**src/ptsc_pkg.sv**
```systemverilog
/*
 Constants for the synthesizer two-wire control slave: address fields, byte
 layouts, reset values and decode codes. Assumes a 20 MHz core clock.
*/
package ptsc_pkg;
    localparam logic [4:0] PTSC_ADDR_FIXED = 5'h18;
    localparam logic [1:0] PTSC_SEL_GENERAL = 2'h1;
    localparam int PTSC_CTRL_MARK_POS = 7;
    localparam int PTSC_CP_POS = 6;
    localparam int PTSC_TEST_POS = 3;
    localparam int PTSC_RSA_POS = 2;
    localparam int PTSC_RSB_POS = 1;
    localparam int PTSC_OS_POS = 0;
    localparam int PTSC_OC_POS = 4;
    localparam logic [14:0] PTSC_DIV_RESET = 15'h0000;
    localparam logic [7:0] PTSC_CTRL_RESET = 8'hc8;
    localparam logic [7:0] PTSC_PORTS_RESET = 8'h00;
    localparam logic [2:0] PTSC_TEST_NORMAL = 3'h1;
    localparam logic [2:0] PTSC_TEST_SINK = 3'h6;
    localparam logic [2:0] PTSC_TEST_SOURCE = 3'h7;
    localparam logic [2:0] PTSC_TEST_REF = 3'h4;
    localparam logic [2:0] PTSC_TEST_HALFDIV = 3'h5;
    localparam logic [2:0] PTSC_BAND_A_BITS = 3'h2;
    localparam logic [2:0] PTSC_BAND_B_BITS = 3'h4;
    localparam logic [2:0] PTSC_BAND_C_BITS = 3'h1;
    localparam logic [10:0] PTSC_REF_640 = 11'd640;
    localparam logic [10:0] PTSC_REF_1024 = 11'd1024;
    localparam logic [10:0] PTSC_REF_512 = 11'd512;

    typedef enum logic [1:0] {PTSC_BAND_OFF, PTSC_BAND_A, PTSC_BAND_B, PTSC_BAND_C}
        ptsc_band_type;
    typedef enum logic [1:0] {PTSC_PUMP_NORMAL, PTSC_PUMP_OFF, PTSC_PUMP_SINK,
        PTSC_PUMP_SOURCE} ptsc_pump_type;
    typedef enum logic [1:0] {PTSC_PTR_DIVHI, PTSC_PTR_DIVLO, PTSC_PTR_CTRL,
        PTSC_PTR_PORTS} ptsc_ptr_type;
endpackage : ptsc_pkg

```
**src/ptsc_line_if.sv**
```systemverilog
/*
 Carrier of the filtered bus-line levels and edge events from the input
 conditioner to the slave. Assumes both ends share core_clk.
*/
`timescale 1ns/100ps
interface ptsc_line_if;
    logic scl_level;
    logic sda_level;
    logic scl_rise;
    logic scl_fall;
    logic start_det;
    logic stop_det;
    modport producer (output scl_level, sda_level, scl_rise, scl_fall, start_det, stop_det);
    modport consumer (input scl_level, sda_level, scl_rise, scl_fall, start_det, stop_det);
endinterface : ptsc_line_if

```
**src/ptsc_line_sync.sv**
```systemverilog
/*
 Three-stage conditioner for the clock and data lines, with edge, start and
 stop detection. Assumes lines are asynchronous to core_clk.
*/
`timescale 1ns/100ps
module ptsc_line_sync
    import ptsc_pkg::*;
(
    input wire logic core_clk,
    input wire logic srst,
    input wire logic scl_in,
    input wire logic sda_in,
    ptsc_line_if.producer lines
);
    logic [2:0] scl_sync_reg;
    logic [2:0] sda_sync_reg;
    logic scl_reg;
    logic sda_reg;
    wire scl_agree = scl_sync_reg[1] == scl_sync_reg[2];
    wire sda_agree = sda_sync_reg[1] == sda_sync_reg[2];
    wire scl_next = scl_agree ? scl_sync_reg[2] : scl_reg;
    wire sda_next = sda_agree ? sda_sync_reg[2] : sda_reg;

    // Idle bus is high, so reset to high avoids a false start
    always_ff @(posedge core_clk) begin
        if (srst) begin
            scl_sync_reg <= 3'h7;
            sda_sync_reg <= 3'h7;
            scl_reg <= 1'b1;
            sda_reg <= 1'b1;
        end else begin
            scl_sync_reg <= {scl_sync_reg[1:0], scl_in};
            sda_sync_reg <= {sda_sync_reg[1:0], sda_in};
            scl_reg <= scl_next;
            sda_reg <= sda_next;
        end
    end

    assign lines.scl_level = scl_reg;
    assign lines.sda_level = sda_reg;
    assign lines.scl_rise = scl_next & ~scl_reg;
    assign lines.scl_fall = ~scl_next & scl_reg;
    assign lines.start_det = scl_reg & scl_next & sda_reg & ~sda_next;
    assign lines.stop_det = scl_reg & scl_next & ~sda_reg & sda_next;
endmodule : ptsc_line_sync

```
**src/ptsc_top.sv**
```systemverilog
/*
 Two-wire slave that programs a frequency synthesizer: divider word, control
 byte, ports byte, and a readable status byte. Assumes the analog parts
 (comparators, converter, lock detector) deliver digital levels here.
*/
// What this block does
// [RULE1] Address is 11000, two select bits, then direction bit: 0 write, 1 read.
// [RULE2] Master sends address then four data bytes to program everything.
// [RULE3] Byte pointer auto-increments within a write until STOP.
// [RULE4] First data byte top bit: 0 starts at divider high, 1 at control.
// [RULE5] Whole 15-bit divider loads on eighth clock of the low divider byte.
// [RULE6] Control register loads on eighth clock of the control byte.
// [RULE7] Ports register loads on eighth clock of the ports byte.
// [RULE8] Divider is binary 15-bit: high byte bits 14..8, low byte bits 7..0.
// [RULE9] Control byte: mark, pump current, three test, two ratio, tuning off.
// [RULE10] Test bits select normal, pump off, sink, source, or test clock output.
// [RULE11] Ratio: second bit 0 gives 640; 01 gives 1024; 11 gives 512.
// [RULE12] Tuning-off bit 1 disables the tuning output.
// [RULE13] Open-collector bits 1 turn on; bit 3 ignored; bits 2..0 band switch.
// [RULE14] Band-switch 010, 100, 001 select mixer bands A, B, C.
// [RULE15] Strap gives the select bits; select 01 always accepted too.
// [RULE16] Read address acknowledged, then status byte shifts out MSB first.
// [RULE17] Master ack asks another byte; no ack ends, device releases data.
// [RULE18] Power-on flag set at reset, cleared at end of a read.
// [RULE19] Status: power-on, lock, ports 7/5/4 levels, three converter bits.
// [RULE20] Lock flag reads 1 while the loop is locked.
// [RULE21] Master writes 0 to open-collector bits of ports used as inputs.
// [RULE22] Converter code 000..100 rises with the port 6 voltage.
// [RULE23] General select 01 accepted regardless of strap.
// [RULE24] Test clock modes route reference or half divider out on port 6.
// [RULE25] Pointer runs divider high, low, control, ports; extra bytes acked, ignored.
// [RULE26] Other band-switch codes give an inactive mixer band output.
`timescale 1ns/100ps
module ptsc_top
    import ptsc_pkg::*;
(
    input wire logic core_clk,
    input wire logic srst,
    input wire logic scl_in,
    input wire logic sda_in,
    output logic sda_out,
    output logic sda_oe,
    input wire logic [1:0] addr_strap_pin,
    input wire logic loop_locked_ind,
    input wire logic [2:0] port_input_levels,
    input wire logic [2:0] converter_code,
    input wire logic ref_clk_in,
    input wire logic half_div_in,
    output logic [14:0] divider_ratio_bits,
    output logic pump_current_sel,
    output logic [2:0] test_mode_bits,
    output logic [1:0] ratio_select,
    output logic [10:0] ref_divider_ratio,
    output logic [1:0] pump_mode,
    output logic tune_output_off,
    output logic tune_output_en,
    output logic [3:0] open_collector_bits,
    output logic converter_port_pin,
    output logic [2:0] band_switch_bits,
    output logic [1:0] mixer_band_out
);
    typedef enum {PTSC_IDLE, PTSC_ADDR, PTSC_ADDR_ACK, PTSC_WDATA, PTSC_WACK,
        PTSC_RDATA, PTSC_RACK} ptsc_state_type;

    ptsc_line_if lines ();

    ptsc_line_sync u_sync (
        .core_clk(core_clk),
        .srst(srst),
        .scl_in(scl_in),
        .sda_in(sda_in),
        .lines(lines)
    );

    ptsc_state_type state_reg;
    ptsc_state_type state_next;
    logic [7:0] shift_reg;
    logic [3:0] bit_cnt_reg;
    logic first_byte_reg;
    logic overflow_reg;
    ptsc_ptr_type ptr_reg;
    logic [6:0] div_hi_reg;
    logic [14:0] divider_reg;
    logic [7:0] control_reg;
    logic [7:0] ports_reg;
    logic por_flag_reg;
    logic sda_oe_reg;
    logic [2:0] strap_s0_reg;
    logic [2:0] strap_s1_reg;
    logic [1:0] strap_reg;
    logic lock_sync0_reg;
    logic lock_sync1_reg;
    logic lock_reg;
    logic test_out_reg;
    logic [10:0] ref_ratio_reg;
    logic [1:0] pump_mode_reg;
    logic [1:0] band_reg;

    wire [7:0] shift_in = {shift_reg[6:0], lines.sda_level};
    wire byte_done = lines.scl_rise && bit_cnt_reg == 4'd7;
    wire [1:0] sel_bits = shift_in[2:1];
    wire addr_match = shift_in[7:3] == PTSC_ADDR_FIXED &&
        (sel_bits == strap_reg || sel_bits == PTSC_SEL_GENERAL); // [RULE1] [RULE15] [RULE23]
    wire rd_bit = shift_in[0];
    wire [7:0] status_byte = {por_flag_reg, lock_reg, port_input_levels,
        converter_code}; // [RULE19] [RULE20] [RULE22]

    // Byte landing slot: first byte chooses its slot by the top bit
    wire [1:0] slot = first_byte_reg ?
        (shift_in[7] ? PTSC_PTR_CTRL : PTSC_PTR_DIVHI) : ptr_reg; // [RULE4]
    wire wr_byte = state_reg == PTSC_WDATA && byte_done && !overflow_reg;
    wire ld_divhi = wr_byte && slot == PTSC_PTR_DIVHI;
    wire ld_divlo = wr_byte && slot == PTSC_PTR_DIVLO;
    wire ld_ctrl = wr_byte && slot == PTSC_PTR_CTRL;
    wire ld_ports = wr_byte && slot == PTSC_PTR_PORTS;
    wire read_end = state_reg == PTSC_RACK && lines.scl_rise && lines.sda_level;

    function automatic logic [10:0] ptsc_ref_ratio(input logic rsa, input logic ratio_select_second);
        if (!ratio_select_second) begin
            return PTSC_REF_640;
        end
        return rsa ? PTSC_REF_512 : PTSC_REF_1024; // [RULE11]
    endfunction : ptsc_ref_ratio

    function automatic ptsc_pump_type ptsc_pump(input logic [2:0] t);
        if (t[2:1] == 2'h1) begin
            return PTSC_PUMP_OFF;
        end
        if (t == PTSC_TEST_SINK) begin
            return PTSC_PUMP_SINK;
        end
        if (t == PTSC_TEST_SOURCE) begin
            return PTSC_PUMP_SOURCE;
        end
        return PTSC_PUMP_NORMAL; // [RULE10]
    endfunction : ptsc_pump

    wire [2:0] test_bits = control_reg[PTSC_TEST_POS +: 3];
    wire [2:0] band_bits = ports_reg[2:0];
    wire [1:0] band_next = band_bits == PTSC_BAND_A_BITS ? PTSC_BAND_A :
        band_bits == PTSC_BAND_B_BITS ? PTSC_BAND_B :
        band_bits == PTSC_BAND_C_BITS ? PTSC_BAND_C : PTSC_BAND_OFF; // [RULE14] [RULE26]
    wire test_out_next = test_bits == PTSC_TEST_REF ? ref_clk_in :
        test_bits == PTSC_TEST_HALFDIV ? half_div_in :
        ports_reg[6]; // [RULE24] [RULE13]

    always_comb begin
        state_next = state_reg;
        if (lines.start_det) begin
            state_next = PTSC_ADDR;
        end else if (lines.stop_det) begin
            state_next = PTSC_IDLE;
        end else begin
            unique case (state_reg)
                PTSC_IDLE: state_next = PTSC_IDLE;
                PTSC_ADDR: if (byte_done) begin
                    state_next = addr_match ? PTSC_ADDR_ACK : PTSC_IDLE;
                end
                // Ack slot spans the fall after bit 8 up to the fall after clock 9
                PTSC_ADDR_ACK: if (lines.scl_fall && bit_cnt_reg == 4'd9) begin
                    state_next = shift_reg[0] ? PTSC_RDATA : PTSC_WDATA; // [RULE16]
                end
                PTSC_WDATA: if (byte_done) begin
                    state_next = PTSC_WACK;
                end
                PTSC_WACK: if (lines.scl_fall && bit_cnt_reg == 4'd9) begin
                    state_next = PTSC_WDATA; // [RULE3]
                end
                PTSC_RDATA: if (lines.scl_fall && bit_cnt_reg == 4'd7) begin
                    state_next = PTSC_RACK;
                end
                // Next byte starts on the fall, so data never moves while SCL is high
                PTSC_RACK: if (lines.scl_rise && lines.sda_level) begin
                    state_next = PTSC_IDLE; // [RULE17]
                end else if (lines.scl_fall) begin
                    state_next = PTSC_RDATA;
                end
            endcase
        end
    end

    always_ff @(posedge core_clk) begin
        if (srst) begin
            state_reg <= PTSC_IDLE;
        end else begin
            state_reg <= state_next;
        end
    end

    // Bit counter and shifter; reads preload the status byte
    always_ff @(posedge core_clk) begin
        if (srst || lines.start_det) begin
            bit_cnt_reg <= 4'd0;
            shift_reg <= 8'h00;
        end else if (state_next == PTSC_RDATA && state_reg != PTSC_RDATA) begin
            bit_cnt_reg <= 4'd0;
            shift_reg <= status_byte;
        end else if (state_reg == PTSC_RDATA && lines.scl_fall) begin
            bit_cnt_reg <= bit_cnt_reg + 4'd1;
            shift_reg <= {shift_reg[6:0], 1'b0}; // [RULE16]
        end else if ((state_reg == PTSC_ADDR || state_reg == PTSC_WDATA) &&
                lines.scl_rise) begin
            bit_cnt_reg <= bit_cnt_reg + 4'd1;
            shift_reg <= shift_in;
        end else if ((state_reg == PTSC_WACK || state_reg == PTSC_ADDR_ACK) &&
                lines.scl_fall) begin
            bit_cnt_reg <= (bit_cnt_reg == 4'd8) ? 4'd9 : 4'd0;
        end
    end

    // Write byte pointer with its first-byte flag and overflow stop
    always_ff @(posedge core_clk) begin
        if (srst || lines.start_det) begin
            first_byte_reg <= 1'b1;
            overflow_reg <= 1'b0;
            ptr_reg <= PTSC_PTR_DIVHI;
        end else if (wr_byte) begin
            first_byte_reg <= 1'b0;
            ptr_reg <= ptsc_ptr_type'(slot + 2'd1); // [RULE3] [RULE25]
            overflow_reg <= slot == PTSC_PTR_PORTS; // [RULE25]
        end
    end

    always_ff @(posedge core_clk) begin
        if (srst) begin
            div_hi_reg <= PTSC_DIV_RESET[14:8];
            divider_reg <= PTSC_DIV_RESET;
            control_reg <= PTSC_CTRL_RESET;
            ports_reg <= PTSC_PORTS_RESET;
        end else begin
            if (ld_divhi) begin
                div_hi_reg <= shift_in[6:0]; // [RULE8]
            end
            if (ld_divlo) begin
                divider_reg <= {div_hi_reg, shift_in}; // [RULE5] [RULE8]
            end
            if (ld_ctrl) begin
                control_reg <= shift_in; // [RULE6] [RULE9]
            end
            if (ld_ports) begin
                ports_reg <= shift_in; // [RULE7]
            end
        end
    end

    // Power-on flag: only a read ended by a missing master ack clears it
    always_ff @(posedge core_clk) begin
        if (srst) begin
            por_flag_reg <= 1'b1;
        end else if (read_end) begin
            por_flag_reg <= 1'b0; // [RULE18]
        end
    end

    // Data line drive: ack low after matched address and each write byte
    always_ff @(posedge core_clk) begin
        if (srst) begin
            sda_oe_reg <= 1'b0;
        end else begin
            unique case (state_next)
                // Pull low only once SCL has fallen after bit 8
                PTSC_ADDR_ACK, PTSC_WACK: sda_oe_reg <= lines.scl_fall | sda_oe_reg;
                PTSC_RDATA: sda_oe_reg <= lines.scl_fall || state_reg != PTSC_RDATA ?
                    ~(state_reg == PTSC_RDATA ? shift_reg[6] : status_byte[7]) :
                    sda_oe_reg;
                default: sda_oe_reg <= 1'b0; // [RULE17]
            endcase
        end
    end

    // Strap and lock come from outside the clock: three stages for strap, two for lock, two agreeing
    always_ff @(posedge core_clk) begin
        if (srst) begin
            strap_s0_reg <= 3'h0;
            strap_s1_reg <= 3'h0;
            strap_reg <= 2'h0;
            lock_sync0_reg <= 1'b0;
            lock_sync1_reg <= 1'b0;
            lock_reg <= 1'b0;
        end else begin
            strap_s0_reg <= {strap_s0_reg[1:0], addr_strap_pin[0]};
            strap_s1_reg <= {strap_s1_reg[1:0], addr_strap_pin[1]};
            if (strap_s0_reg[1] == strap_s0_reg[2] && strap_s1_reg[1] == strap_s1_reg[2]) begin
                strap_reg <= {strap_s1_reg[2], strap_s0_reg[2]}; // [RULE15]
            end
            lock_sync0_reg <= loop_locked_ind;
            lock_sync1_reg <= lock_sync0_reg;
            if (lock_sync1_reg == lock_sync0_reg) begin
                lock_reg <= lock_sync1_reg; // [RULE20]
            end
        end
    end

    always_ff @(posedge core_clk) begin
        if (srst) begin
            test_out_reg <= 1'b0;
            ref_ratio_reg <= PTSC_REF_640;
            pump_mode_reg <= PTSC_PUMP_NORMAL;
            band_reg <= PTSC_BAND_OFF;
        end else begin
            test_out_reg <= test_out_next;
            ref_ratio_reg <= ptsc_ref_ratio(control_reg[PTSC_RSA_POS], control_reg[PTSC_RSB_POS]);
            pump_mode_reg <= ptsc_pump(test_bits);
            band_reg <= band_next;
        end
    end

    assign sda_out = 1'b0;
    assign sda_oe = sda_oe_reg;
    assign divider_ratio_bits = divider_reg;
    assign pump_current_sel = control_reg[PTSC_CP_POS]; // [RULE9]
    assign test_mode_bits = test_bits;
    assign ratio_select = control_reg[PTSC_RSA_POS -: 2];
    assign ref_divider_ratio = ref_ratio_reg;
    assign pump_mode = pump_mode_reg;
    assign tune_output_off = control_reg[PTSC_OS_POS];
    assign tune_output_en = ~control_reg[PTSC_OS_POS]; // [RULE12]
    assign open_collector_bits = ports_reg[PTSC_OC_POS +: 4]; // [RULE13] [RULE21]
    assign converter_port_pin = test_out_reg;
    assign band_switch_bits = ports_reg[2:0];
    assign mixer_band_out = band_reg;
endmodule : ptsc_top

```
**config.mk**
```make
export PLATFORM = sky130hd
export DESIGN_NAME = ptsc_top
export DESIGN_NICKNAME = d
export VERILOG_FILES = /design/src/ptsc_pkg.sv /design/src/ptsc_line_if.sv /design/src/ptsc_line_sync.sv /design/src/ptsc_top.sv
export SDC_FILE = /design/constraint.sdc
export NUM_CORES = 1
export LEC_CHECK = 0
export ABC_AREA = 1
export BUFFER_PORTS_ARGS = -buffer_cell sky130_fd_sc_hd__buf_2
export CAP_MARGIN = 5
export CORE_ASPECT_RATIO = 2
export CORE_MARGIN = 3
export CORE_UTILIZATION = 35
export DETAILED_ROUTE_END_ITERATION = 16
export GPL_TIMING_DRIVEN = 0
export PLACE_DENSITY_LB_ADDON = 0.12
export SYNTH_ARGS = -nofsm -noshare
export SYNTH_HDL_FRONTEND = slang
export SYNTH_HIERARCHICAL = 1
export SYNTH_SLANG_ARGS = --single-unit
```
**constraint.sdc**
```tcl
create_clock -name core_clk -period 3.05 [get_ports core_clk]
set_input_delay 0.305 -clock core_clk [delete_from_list [all_inputs] [get_ports core_clk]]
set_output_delay 0.305 -clock core_clk [all_outputs]
set_load 0.1 [all_outputs]
```
### Yosys cells after proc, flatten, opt, wreduce, memory -nomap -nowiden

Cells that the tools add are included.

* input port bits: 15
* output and inout bits: 48
* register bits after elaboration: 121

* add/sub/neg operators: 2
* equal/unequal tests: 40
* mux-type cells: 51
* bitwise gates (word level): 14
* reduce and logical (&&, ||, !) cells: 31

Operators with widths (number)
* $mux W32: 9
* $eq A32 B3 Y1 const B: 7
* $pmux W32 S7: 1
* $eq A32 B2 Y1 const B: 4
* $eq A32 B4 Y1 const B: 4
* $mux W11: 3
* $eq A32 B1 Y1 const B: 1
* $logic_not A32 Y1: 1
* $ne A32 B4 Y1 const B: 1
* $mux W2: 11
* $mux W7: 3
* $logic_and A1 B1 Y1: 18
* $mux W1: 18
* $mux W4: 4
* $eq A3 B3 Y1 const B: 5
* $eq A4 B4 Y1 const B: 2
* $and A1 B1 Y1: 7
* $eq A2 B1 Y1 const B: 3
* $not A1 Y1: 6
* $reduce_bool A3 Y1: 2
* $reduce_or A2 Y1: 3
* $eq A1 B1 Y1: 5
* $eq A5 B5 Y1 const B: 1
* $logic_or A1 B1 Y1: 5
* other kinds (13): 14

### Logic depth before layout (Yosys ltp)

* word-level depth: 12
* gate-level depth with buffers: 16

### By module

Netlist, hierarchy kept.

Modules (own cells, without submodules)
* ptsc_top: cells each 557, instances 1, area each 4225.3 µm²
* ptsc_line_sync: cells each 39, instances 1, area each 292.8 µm²

### Worst setup path before layout

Ideal clock, no wire load.

* path type: reg-to-reg
* from: reg, netlist name control_reg[0]
* to: reg control_reg[0]
* period minus slack after synthesis: 1954 ps
* path slack: 1096 ps
* cell stages (with the launch flop): 3
* library setup time: 78 ps
* arrival: 1876 ps
* cell sequence: dfxtp_1 -> inv_1 -> a21oi_1

RTL lines
* to (signal assigned): RTL line ptsc_top.sv:238 `control_reg <= shift_in;`
* to (decl): RTL line ptsc_top.sv:84 `logic [7:0] control_reg;`

### Worst setup path after layout

* from: reg bit_cnt_reg[0]
* to: reg div_hi_reg[6]

* word-level cells in the longest chain between the ends: 5

Ends and longest elaborated chain
* from (decl): RTL line ptsc_top.sv:78 `logic [3:0] bit_cnt_reg;`
* from (signal assigned): RTL line ptsc_top.sv:199 `bit_cnt_reg <= bit_cnt_reg + 4'd1;`
* from (signal assigned): RTL line ptsc_top.sv:203 `bit_cnt_reg <= bit_cnt_reg + 4'd1;`
* from (signal assigned): RTL line ptsc_top.sv:207 `bit_cnt_reg <= (bit_cnt_reg == 4'd8) ? 4'd9 : 4'd0;`
* $eq A4 B3 Y1: RTL line ptsc_top.sv:100 `wire byte_done = lines.scl_rise && bit_cnt_reg == 4'd7;`
* $logic_and A1 B1 Y1: RTL line ptsc_top.sv:100
* $logic_and A1 B1 Y1 (2 in series): RTL line ptsc_top.sv:111 `wire wr_byte = state_reg == PTSC_WDATA && byte_done && !overflow_reg;`
* $logic_and A1 B1 Y1: RTL line ptsc_top.sv:112 `wire ld_divhi = wr_byte && slot == PTSC_PTR_DIVHI;`
* to (signal assigned): RTL line ptsc_top.sv:226 `div_hi_reg <= PTSC_DIV_RESET[14:8];`
* to (signal assigned): RTL line ptsc_top.sv:232 `div_hi_reg <= shift_in[6:0];`
* to (decl): RTL line ptsc_top.sv:82 `logic [6:0] div_hi_reg;`

Every way passes these cells.
A chain may end at the register's enable or synchronous reset.

==> results.cfg <==
[floorplan]
fp.coreArea_um2 = 12600
die_w_um = 86.3
start_util_pct = 35.8
die_area_um2 = 14400
ioPinCount = 63
die_h_um = 167
rows = 58

[finish]
fin_area_um2 = 5410
multi_input_area_um2 = 2020
largest_register_ffs = 32
nets = 719
seq_area_um2 = 2240
drive_above_1_share_pct = 15.7
area_growth_pct = 19.8
fillerInstances = 1356
num_antenna_cells = 0

[sta]
post-route-min-period_ns = 2.41
rsz0062_at_grt = no
hold_viol_final = 0
slew_viol_final = 0
setup_viol = 0
relSlewSlack_pct = 65.9
finalCritPeriodShare_pct = 79.2
holdWs_ns = 0.125
fin_setup_tns_ns = 0
timing.fmax_mhz = 414
tightest_slew_ns = 0.511
skew_ns = 0.0115

[clock_network]
hold_buffers = 0
cts_root_buf = clkbuf_16
path_clk_slew_ns = 0.08
htree_levels = 3
clock_latency_ns = 0.36
cts_tree = done
cts_setup_buffers = 0
cts_buffer_depth = 2
cts_buffers = 9
cts_resized = 0
clock_sinks = 112

[global_route]
grt_pass1_vias = 3747
track_usage_pct = 15.4
overflow = 0
grt_max_degree = 23
grt_pass1_wl_um = 17300
antenna_found_initial = 0

[drt]
ant_nets = 0
drtIter0Drc = 136
wl_um = 10500
drc = 0
avgRoutedWirePerCell_um = 12.4
num_vias = 3926
via_per_inst = 4.61
dr.pass1.iters = 4

[pwr]
leakagePower_nw = 2.54
comb_power_share_pct = 4.3
p_int_w = 0.00211
max-vdd-ir-drop_mv = 0.321
p_sw_w = 0.000707
swShare_pct = 25.1
p_per_area_nw_per_um2 = 520
clockPowerShare_pct = 42.4
p_seq_share_pct = 53.3

[placement]
place_hpwl_um = 8350
gp_congestion = 0.878
place_area_um2 = 5110
io_buffer_count = 53

[setup_path]
rrSetupSlack_ns = 0.64
crit_path_cell_trace = ha_1, nand4_1, nand3b_2, nor2_2, buf_2, nand2_1, a21oi_1, nor2_1
critPathKind = reg -> reg
r2r-start = bit_cnt_reg[0]
cp.required_ns = 3.28
rr_endpoint = div_hi_reg[6]
cp_max_fo = 10
crit_path_start_kind = flop
slowest_stage = dfxtp_1
arrival_ns = 2.65
cp_slowest_stage_delay_ns = 0.45
critPathLaunch = bit_cnt_reg[0]
end_kind = flop
r2r_cells = 8

[hold_path]
hold_depth = 2
hp-class = in -> reg
hold-path-endpoint = u_sync/scl_sync_reg[0]
holdCritStartpoint = scl_in

[synth]
yosysSeqAreaShare_pct = 49.6
synth_edf_count = 0
ys.flop_type = dfxtp_1
synthCells = 596
ys_types = 36
yosys_warnings = 6
synth-seq-cells = 112
ys_async_sr_fraction_pct = 0
synth_area_um2 = 4520
avgSynthCellArea_um2 = 7.58

[run_status]
status = finished, final reports clean

[flow_run]
maxCapViolations = 0
stage by stage:
stage,setup WS [ns],cells,total power (W),util (%)
floorplan,1.10,633,0.00163,-
global placement,0.691,836,0.00165,40.5
detailed placement,0.645,836,0.00166,40.5
CTS,0.622,852,0.00286,42.9
global route,0.411,852,0.00294,42.9
finish,0.635,852,0.00282,42.9
cells in the final DEF, fill, tap and decap left out, drive strengths merged:
master    instances
nand3b            2
inv              73
a21oi            55
or2               4
conb             38
nand3            34
clkinv            1
ha                7
xor2              3
a31oi             1
nor2             83
o22ai             1
o21a              1
o31ai             1
nor3              7
dfxtp           112
clkinvlp          1
o211ai            4
nand2           155
buf              67
and3              1
a211oi            2
nand4            11
o21ai            19
clkbuf           19
synthesized netlist by cell type, types with 2 or more instances:
cell type	count	area, um2
dfxtp_1	112	2240
buf_4	10	75.1
clkbuf_1	10	37.5
o21ai_0	18	90.1
nand4_1	10	62.6
a211oi_1	2	15.0
nor2_1	74	278
xor2_1	3	26.3
nor3_1	7	35.0
nand3_1	30	150
nor2_4	2	22.5
nand2_1	147	552
nand2_2	7	43.8
ha_1	7	87.6
inv_2	3	11.3
nand3_2	3	30.0
o211ai_1	4	30.0
nor2_2	7	43.8
a21oi_1	54	270
inv_1	65	244
buf_2	3	15.0
or2_1	4	25.0
critical path: cells and delay by family (launching register included):
family	cells	cell delay, ns
fa+ha+maj	1	0.24
compound gates	1	0.24
flops	1	0.45
buf+inv	1	0.24
simple gates	5	1.12
cell families after synthesis:
kind of cell | after synthesis | synth area share (%)
adders and majority gates | 7 | 1.94
xor gates and xnor gates | 3 | 0.582
other | 1 | 0.0830
AOI/OAI and AO/OA | 84 | 9.89
buffers and inverters | 92 | 8.72
and+or+nand+nor | 297 | 29.2
DFF | 112 | 49.6
power groups by stage:
stage | registers (W) | clock network, W | logic (W)
finish | 0.00150 | 0.00120 | 0.000121
global route | 0.00151 | 0.00131 | 0.000133
CTS | 0.00150 | 0.00124 | 0.000121
detailed placement | 0.00154 | 0 | 0.000121
global placement | 0.00154 | 0 | 0.000119
floorplan | 0.00153 | 0 | 0.0000989
metal layers:
layer / vias to the layer above / global-route usage, % / part of all wire (%)
met5: - / 0 / 0
met4: 0 / 5.97 / 2.5
met3: 18 / 3.37 / 3.9
met2: 74 / 30.8 / 59
met1: 1791 / 14.3 / 35
li1: 2043 / - / -
layout make-up:
class | count | share of cell area (%)
sequential | 112 | 41.4
inverter | 68 | 4.72
multi-input combinational | 429 | 37.3
timing repair buffer | 53 | 4.90
clock buffer | 9 | 4.16
buffer | 24 | 2.57
tap | 150 | 3.47
clock inverter | 7 | 1.43
worst max path at each step:
stage                                 to  depth (start not counted)  slack [ns]
after floorplan           control_reg[0]                          2        1.10
after global routing       div_hi_reg[6]                          8        0.41
after CTS                  div_hi_reg[6]                          8        0.62
after global placement     div_hi_reg[6]                          8        0.69
after detailed placement   div_hi_reg[6]                          8        0.64
final                      div_hi_reg[6]                          8        0.64
No activity file was read; power rests on OpenSTA's default activity.
